### config.mk
export PLATFORM = sky130hd
export DESIGN_NAME = operand_address_generator
export DESIGN_NICKNAME = d
export VERILOG_FILES = /design/src/opaddr_pkg.sv /design/src/operand_address_generator.sv
export SDC_FILE = /design/constraint.sdc
export NUM_CORES = 1
export LEC_CHECK = 0
export ABC_AREA = 1
export BUFFER_PORTS_ARGS = -buffer_cell sky130_fd_sc_hd__buf_2
export CAP_MARGIN = 20
export CORE_UTILIZATION = 41
export DETAILED_ROUTE_END_ITERATION = 7
export PLACE_DENSITY = 0.78
export SKIP_CTS_REPAIR_TIMING = 1
export SLEW_MARGIN = 20
export SYNTH_ARGS = -nofsm -noshare
export SYNTH_HDL_FRONTEND = slang
export SYNTH_SLANG_ARGS = --single-unit
### constraint.sdc
create_clock -name clock -period 1.35 [get_ports clock]
set_input_delay 0.0675 -clock clock [delete_from_list [all_inputs] [get_ports clock]]
set_output_delay 0.0675 -clock clock [all_outputs]
set_load 0.02 [all_outputs]
### src/opaddr_pkg.sv
package opaddr_pkg;

  // Addressing modes selected by the decoder
  typedef enum logic [2:0] {
    mode_none,
    mode_absolute,
    mode_short_direct,
    mode_special_reg,
    mode_register,
    mode_reg_indirect,
    mode_based,
    mode_stack
  } addr_mode_e;

  // Stack access kinds
  typedef enum logic [1:0] {
    stack_push,
    stack_pop
  } stack_op_e;

  // Address map constants
  localparam logic [15:0] short_base_lo = 16'hfe00; // Page for bytes 80h-ffh
  localparam logic [15:0] short_base_hi = 16'hff00; // Page for bytes 00h-1fh
  localparam logic [15:0] sfr_base = 16'hff00;
  localparam logic [15:0] short_win_first = 16'hfe80;
  localparam logic [15:0] short_win_last = 16'hff1f;
  localparam logic [15:0] fast_ram_first = 16'hfe80;
  localparam logic [15:0] fast_ram_last = 16'hfeff;
  localparam logic [7:0] short_hi_limit = 8'h1f;
  localparam logic [7:0] short_lo_first = 8'h80;
  localparam int short_page_bit = 8;
  localparam int byte_reg_count = 8;
  localparam int pair_count = 4;

  // Operand request from the instruction decoder
  typedef struct packed {
    logic valid;
    addr_mode_e mode;
    logic [15:0] imm16;          // absolute_address_operand
    logic [7:0] imm8;            // Short, special-register or based offset
    logic [2:0] reg_field;       // Byte register code
    logic [1:0] pair_field;      // register_pair_operand code
    logic word_access;           // 16-bit operand
    stack_op_e stack_op;
  } operand_req_s;

  // Resolved operand address
  typedef struct packed {
    logic valid;
    logic is_memory;             // Address drives memory or special register
    logic [15:0] address;
    logic is_register;
    logic [2:0] byte_reg;        // Absolute byte register number 0..7
    logic [1:0] pair_reg;        // Absolute pair number 0..3
    logic word_access;
    logic short_range_err;       // Short byte 20h-7fh outside window
    logic odd_word_err;          // Odd word address in short window
    logic stack_outside_ram;     // Stack access left the fast RAM
  } operand_addr_s;

endpackage : opaddr_pkg

### src/operand_address_generator.sv
`timescale 1ns/1ps

// Function
// - An absolute operand uses the 16-bit immediate unchanged as the memory address.
// - Short direct addressing reaches the 160-byte window fe80h to ff1fh; bytes 20h-7fh give fe20h-fe7fh with short_range_err set.
// - For short direct bytes 80h-ffh address bit 8 is cleared, for 00h-1fh it is set.
// - A 16-bit short direct operand must sit at an even address and covers the pair from there.
// - Special-register addressing forms ff00h plus the immediate byte over ff00h to ffffh.
// - A byte register operand is chosen among eight by a 3-bit code field.
// - Byte registers X,A,C,B,E,D,L,H are numbers 0..7 and pairs AX,BC,DE,HL are 0..3.
// - Register indirect uses the full 16-bit register pair contents as the address.
// - Based addressing adds the zero-extended offset to the base pair and drops the carry.
// - Stack accesses use the stack pointer for pop and the stack pointer minus one for push.
module operand_address_generator
(
  // Clock and reset
  input wire logic clock,
  input wire logic reset,
  // Decoder request
  input opaddr_pkg::operand_req_s req,
  // Register file contents
  input wire logic [63:0] pair_contents,      // Four pairs, pair 0 in low bits
  input wire logic [15:0] base_register_pair,
  input wire logic [15:0] stack_pointer,
  // Resolved operand
  output opaddr_pkg::operand_addr_s result
);
  import opaddr_pkg::*;

  operand_addr_s result_d;
  // Registered answer, kept per concern so each field has one owner
  logic valid_q;
  logic is_memory_q;
  logic is_register_q;
  logic word_access_q;
  logic [15:0] address_q;
  logic [2:0] byte_reg_q;
  logic [1:0] pair_reg_q;
  logic short_range_err_q;
  logic odd_word_err_q;
  logic stack_outside_ram_q;
  logic [15:0] pair_value [pair_count];
  logic [15:0] short_addr;
  logic [15:0] based_sum;
  logic [15:0] stack_addr;
  logic short_in_hi;
  logic short_in_lo;

  // Split the packed register file into one word per pair
  genvar gi;
  generate
    for (gi = 0; gi < pair_count; gi++) begin : g_pair
      assign pair_value[gi] = pair_contents[gi*16 +: 16];
    end
  endgenerate

  // Short direct page: bit 8 picks between the RAM half and the register half
  assign short_in_hi = (req.imm8 <= short_hi_limit);
  assign short_in_lo = (req.imm8 >= short_lo_first);
  assign short_addr = short_in_hi ? (short_base_hi | {8'h00, req.imm8})
                                  : (short_base_lo | {8'h00, req.imm8});

  // Based sum keeps only 16 bits so the carry out of bit 15 is dropped
  assign based_sum = 16'(base_register_pair + {8'h00, req.imm8});

  // Pop reads at the pointer, push writes one below it
  assign stack_addr = (req.stack_op == stack_push) ? 16'(stack_pointer - 16'h0001)
                                                   : stack_pointer;

  // Resolve the operand combinationally, registered below
  always_comb begin
    result_d = '0;
    result_d.valid = req.valid;
    result_d.word_access = req.word_access;
    result_d.byte_reg = req.reg_field;
    result_d.pair_reg = req.pair_field;
    case (req.mode)
      mode_absolute: begin
        result_d.is_memory = 1'b1;
        result_d.address = req.imm16;
      end
      mode_short_direct: begin
        result_d.is_memory = 1'b1;
        result_d.address = short_addr;
        // Bytes 20h-7fh fall outside the window; flag rather than alias
        result_d.short_range_err = req.valid && !(short_in_hi || short_in_lo);
        result_d.odd_word_err = req.valid && req.word_access && req.imm8[0];
      end
      mode_special_reg: begin
        result_d.is_memory = 1'b1;
        result_d.address = sfr_base | {8'h00, req.imm8};
      end
      mode_register: begin
        // Codes are the absolute register numbers, so they pass through
        result_d.is_register = 1'b1;
      end
      mode_reg_indirect: begin
        result_d.is_memory = 1'b1;
        result_d.address = pair_value[req.pair_field];
      end
      mode_based: begin
        result_d.is_memory = 1'b1;
        result_d.address = based_sum;
      end
      mode_stack: begin
        result_d.is_memory = 1'b1;
        result_d.address = stack_addr;
        // Software owns the pointer; report misuse without blocking the access
        result_d.stack_outside_ram = req.valid &&
          ((stack_addr < fast_ram_first) || (stack_addr > fast_ram_last));
      end
      default: begin
        result_d.is_memory = 1'b0;
      end
    endcase
  end

  // Request qualifier and target kind; reset clears them so nothing looks valid
  always_ff @(posedge clock) begin
    if (reset) begin
      valid_q <= 1'b0;
      is_memory_q <= 1'b0;
      is_register_q <= 1'b0;
      word_access_q <= 1'b0;
    end else begin
      valid_q <= result_d.valid;
      is_memory_q <= result_d.is_memory;
      is_register_q <= result_d.is_register;
      word_access_q <= result_d.word_access;
    end
  end

  // Operand address; the answer appears one cycle after the request
  always_ff @(posedge clock) begin
    if (reset) begin
      address_q <= 16'h0000;
    end else begin
      address_q <= result_d.address;
    end
  end

  // Register select codes pass straight through
  always_ff @(posedge clock) begin
    if (reset) begin
      byte_reg_q <= 3'h0;
      pair_reg_q <= 2'h0;
    end else begin
      byte_reg_q <= result_d.byte_reg;
      pair_reg_q <= result_d.pair_reg;
    end
  end

  // Misuse flags only report; the access itself still goes ahead
  always_ff @(posedge clock) begin
    if (reset) begin
      short_range_err_q <= 1'b0;
      odd_word_err_q <= 1'b0;
      stack_outside_ram_q <= 1'b0;
    end else begin
      short_range_err_q <= result_d.short_range_err;
      odd_word_err_q <= result_d.odd_word_err;
      stack_outside_ram_q <= result_d.stack_outside_ram;
    end
  end

  // Output is a pure image of the flops, no logic in front of the port
  assign result = '{
    valid: valid_q,
    is_memory: is_memory_q,
    address: address_q,
    is_register: is_register_q,
    byte_reg: byte_reg_q,
    pair_reg: pair_reg_q,
    word_access: word_access_q,
    short_range_err: short_range_err_q,
    odd_word_err: odd_word_err_q,
    stack_outside_ram: stack_outside_ram_q
  };

  // Checks
  // Helper flops keep the register file as it stood at the previous edge
  logic [15:0] past_bhl;
  logic [15:0] past_sp;
  logic [63:0] past_pairs;
  always_ff @(posedge clock) begin
    past_bhl <= base_register_pair;
    past_sp <= stack_pointer;
    past_pairs <= pair_contents;
  end
endmodule : operand_address_generator

**Word-level counts from Yosys, hierarchy flattened**

Index checks and enable logic that the tools add are counted.

- Register bits after elaboration: 28
- Output and inout bits: 28
- Word-level logic and storage cells: 46

- Add/sub/neg operators: 2
- $lt $le $gt $ge: 5
- Eq/ne operators: 7
- Multiplexer cells: 8
- Bitwise operators: 3
- Reductions and logical operators: 11

Operators with widths:

| kind | number |
|---|---|
| case mux 16 bit (6 select lines) | 1 |
| 2-to-1 mux 16 bit | 3 |
| binary-select mux 16 bit (select 2 bit) | 1 |
| adder 16 x 8 -> 16 bit | 1 |
| greater-than comparator 16 bit (second input constant) | 1 |
| < comparator 16 bit (second input constant) | 1 |
| subtractor 16 x 1 -> 16 bit (second input constant) | 1 |
| equality test 3 bit (second input constant) | 4 |
| 2-to-1 mux 9 bit | 1 |
| >= comparator 8 bit (second input constant) | 1 |
| <= comparator 8 x 5 -> 1 bit (second input constant) | 1 |
| equality test 3 x 2 -> 1 bit (second input constant) | 2 |
| OR reduction 6 bit | 1 |
| logical AND 1 bit | 4 |
| OR reduction 2 bit | 2 |
| equality test 3 x 1 -> 1 bit (second input constant) | 1 |
| >= comparator 3 bit (second input constant) | 1 |
| NOT 2 -> 3 bit | 1 |
| logical NOT 2 bit | 1 |
| logical OR 1 bit | 2 |
| 2-to-1 mux 1 bit | 2 |
| NOT 1 bit | 2 |
| logical NOT 1 bit | 1 |

**Depth between registers and ports, before layout**

- Depth in word-level cells: 5
- Mapped depth: 12
- Mapped depth without buffers: 12

**Worst setup path after synthesis**

Ideal clock, no wire load.

- Path type: input-to-reg
- Start point: input req[8] (netlist bit)
- End point: register address_q[12]
- Data arrival time: 1267 ps
- Data required time: 1223 ps
- Setup slack: -44 ps
- Stages on the path: 11
- Buffers on the path: 0
- Cell sequence: ha_1 inv_1 fa_1 o21bai_1 nand2_1 nand2_1 nand3_1 nand2_1 nor2_1 nor2_1 nor2_1

- Longest elaborated chain between the ends: 2

RTL lines:

| item | RTL line | RTL |
|---|---|---|
| start, declared | operand_address_generator.sv:20 | `input opaddr_pkg::operand_req_s req,` |
| adder 16 x 8 -> 16 bit | operand_address_generator.sv:64 | `assign based_sum = 16'(base_register_pair + {8'h00, req.imm8});` |
| case mux 16 bit (6 select lines) | operand_address_generator.sv:77 | `case (req.mode)` |
| end signal, assigned | operand_address_generator.sv:138 | `address_q <= result_d.address;` |
| end, declared | operand_address_generator.sv:36 | `logic [15:0] address_q;` |

Every way passes these cells.
A chain may end at the register's enable or synchronous reset.

**Final worst setup path**

- Start point: input req[15] (netlist bit)
- End point: register address_q[8]

- Longest elaborated chain between the ends: 3
- Elaborated cells between the ends (all ways): 4
- Those cells by class: 1 x add/sub; 1 x order compare; 2 x mux

RTL lines:

| item | RTL line |
|---|---|
| parallel branches: the longest is 2 deep, another holds adder 16 x 8 -> 16 bit | - |
| case mux 16 bit (6 select lines) * | operand_address_generator.sv:77 |

Every way passes the cells marked *.

==> results_dict.tcl <==
set metrics [dict create \
    worst_slew_margin_rel_pct 69.0 \
    setup.worst_path.class "in2reg" \
    crit_path_launch_type "input port" \
    yosys.area.top_type_share_pct 21.1 \
    power-per-cell-area_nw_per_um2 648 \
    detailed_place.area_sq_um 4070 \
    async_flop_share_pct 0 \
    port-buffer-count 161 \
    number_of_global_route_vias_before_repair 3528 \
    post-route-period-util_pct 93.6 \
    die-width_microns 86.2 \
    first_pass_iters 5 \
    cts_tree "done" \
    cts_buffers 3 \
    synth_largest_area_cell "nand2_1" \
    crit_path_end_kind "flop" \
    max_cap_viol_count 0 \
    synth.top_cells.by_area "nand2_1, dfxtp_1, nand3_1" \
    synthCells 528 \
    clkTransAtPathRegs_ns 0.10 \
    grt_start_max_net_pins 19 \
    cts.sink_count 28 \
    rows 30 \
    synth_edf_count 0 \
    grt_remaining_overflow 0 \
    clk_root_buffer_cell "clkbuf_8" \
    dpl_hpwl_mm 9.06 \
    insertedDiodeCount 0 \
    hold_slack_ns -0.0117 \
    layout-drive-gt1-share_pct 32.9 \
    post_drt_via_cell_ratio 4.96 \
    average_size_of_a_mapped_cell_sq_um 5.50 \
    route.detailed.drc 0 \
    num_io_pins 162 \
    max_freq_mhz 791 \
    drt_iter0_drc 269 \
    syn_nets 672 \
    finalInstanceArea_sq_um 4190 \
    ys_warn_count 0 \
    combined_area_of_all_synthesized_cells_sq_um 2910 \
    synth_flop_cell "dfxtp_1" \
    peakVddDrop_v 0.000494 \
    globalplace.congestion 0.940 \
    arrival_ns 1.45 \
    final_antenna_net_count 0 \
    totalWireLength_mm 10.7 \
    violations_in_the_final_reports "negative hold slack" \
    cts_max_level 1 \
    tightestPinTransition_ns 0.465 \
    initial_utilization_pct 42.5 \
    synth.distinct_cells 35 \
    final_max_slew_viols 0 \
    chipHeight_microns 86.2 \
    run_status "finished with violations" \
    post_layout_instance_count_excluding_filler_cells 810 \
    maximum_fanout_encountered_on_the_critical_timing_path 4 \
    post-place-cells 804 \
    cts.path.max_buffers 2 \
    setup_viol_count_final 0 \
    final_critical_period_ns 1.26 \
    core_sq_um 6830 \
    avgRoutedWirePerCell_microns 13.2 \
    hold_viol_final 1 \
    number_of_antenna_violations_at_the_first_check_in_global_routing 0 \
    synth.yosys.seq_area_share_pct 19.3 \
    synth.ff_latch_count 28 \
    final.fill_count 684 \
    route.vias.total 4021 \
    finish.net_count 859 \
    setup_total_negative_slack_ns 0 \
    gr_usage_total_pct 28.5 \
    p_leak_nw 2.32 \
    area_growth_pct 44.1 \
    critPathRequiredTime_ns 1.54 \
    grt_first_pass_wirelength_mm 16.7 \
    worstHoldPathType "in2reg" \
    die_area_sq_um 7430 \
]
==> critical path: stages <==
cell and delay, ns:
buf_2 0.11, ha_1 0.35, a21oi_2 0.19, o21a_1 0.14, nand2_1 0.10, or2_2 0.28
nand3_1 0.07, nand2_1 0.05, nand2_1 0.05, inv_1 0.04
==> where the power goes <==
part	leakage [nW]	internal, mW	total [mW]	switching, mW
registers	0.232	0.878	0.893	0.0148
logic	2.05	0.496	1.14	0.642
clock network	0.0357	0.397	0.682	0.285
total	2.32	1.77	2.71	0.942
==> cell usage after synthesis (2+ instances only) <==
cell,number
nor2_1,72
nand2_2,2
nor4_1,2
or2_2,2
o21bai_1,2
nand2_1,163
xnor2_1,2
o22ai_1,2
nand3_1,71
dfxtp_1,28
buf_4,9
nor2_4,4
buf_2,9
o21ai_0,22
nand3b_1,4
a21oi_1,35
clkbuf_1,3
nand3_2,2
nor2_2,4
inv_1,56
nand4_1,7
ha_1,9
nor3_1,5
a22oi_1,2
==> cell families (layout without fill, tap and decap cells) <==
kind of cell             Yosys count  after routing  synth area share [%]
AND/OR/NAND/NOR                  338            338                  50.4
buffers and inverters             81            267                  12.3
AO/OA/AOI/OAI                     69             69                  12.8
flip-flops                        28             28                  19.3
adder cells (fa/ha/maj)           10             10                  4.57
XOR/XNOR                           2              2                 0.603
==> layer usage <==
layer  vias to the layer above  wire length [microns]  track usage [%]
met4                         0                    155             5.61
li1                       2073                      -                -
met2                       170                   4890             47.3
met3                        14                    707             4.29
met5                         -                      0                0
met1                      1764                   4910             39.3
==> cell type report <==
cell class | instances | area, sq um | area share [%]
clock buffer | 3 | 41.3 | 0.986
clock inverter | 1 | 30.0 | 0.717
inverter | 57 | 214 | 5.11
multi-input combinational | 419 | 2030 | 48.6
sequential | 28 | 561 | 13.4
tap | 96 | 120 | 2.87
timing repair buffer | 206 | 1190 | 28.3
==> per-stage QoR <==
step / worst slack, ns / power (mW) / util, %
3_5_place_dp: -0.246 / 2.02 / 59.5
2_1_floorplan: 0.0210 / 1.48 / -
6_report: 0.0863 / 2.71 / 61.3
5_1_grt: -0.00384 / 2.87 / 61.3
4_1_cts: 0.0620 / 2.70 / 60.6
3_3_place_gp: -0.181 / 2.01 / 59.5
==> path summary, 6_finish.rpt <==
check | startpoint | endpoint | slack (ns) | cells after the start
worst min-delay path | req[5] | byte_reg_q[0]$_SDFF_PP0_ | -0.01 | 3
worst max-delay path | req[15] | address_q[8]$_SDFF_PP0_ | 0.09 | 10
==> cell usage in the layout, fill, tap and decap left out, types with 2 or more instances in the layout <==
cell           synthesis  layout
nand2_1              163     162
buf_2                  9     161
nor2_1                72      72
nand3_1               71      70
inv_1                 56      56
buf_4                  9      40
a21oi_1               35      30
dfxtp_1               28      28
o21ai_0               22      22
nand4_1                7       7
ha_1                   9       7
a21oi_2                0       5
nor3_1                 5       5
nor2_2                 4       4
nor2_4                 4       4
nand3b_1               4       4
nand3_2                2       3
nand2_2                2       3
clkbuf_8               0       3
buf_12                 0       3
o21bai_2               1       2
or2_2                  2       2
o22ai_1                2       2
nor4_1                 2       2
xnor2_1                2       2
a22oi_1                2       2
dlygate4sd3_1          0       2
==> sequential cells by signal, summed over array words and instances (netlist names) <==
| register | count |
|---|---|
| address_q | 16 |
| stack_outside_ram_q | 1 |
| odd_word_err_q | 1 |
| is_memory_q | 1 |
| pair_reg_q | 2 |
| valid_q | 1 |
| short_range_err_q | 1 |
| word_access_q | 1 |
| byte_reg_q | 3 |
| is_register_q | 1 |
Note: power is estimated with default switching activity, not from simulation.
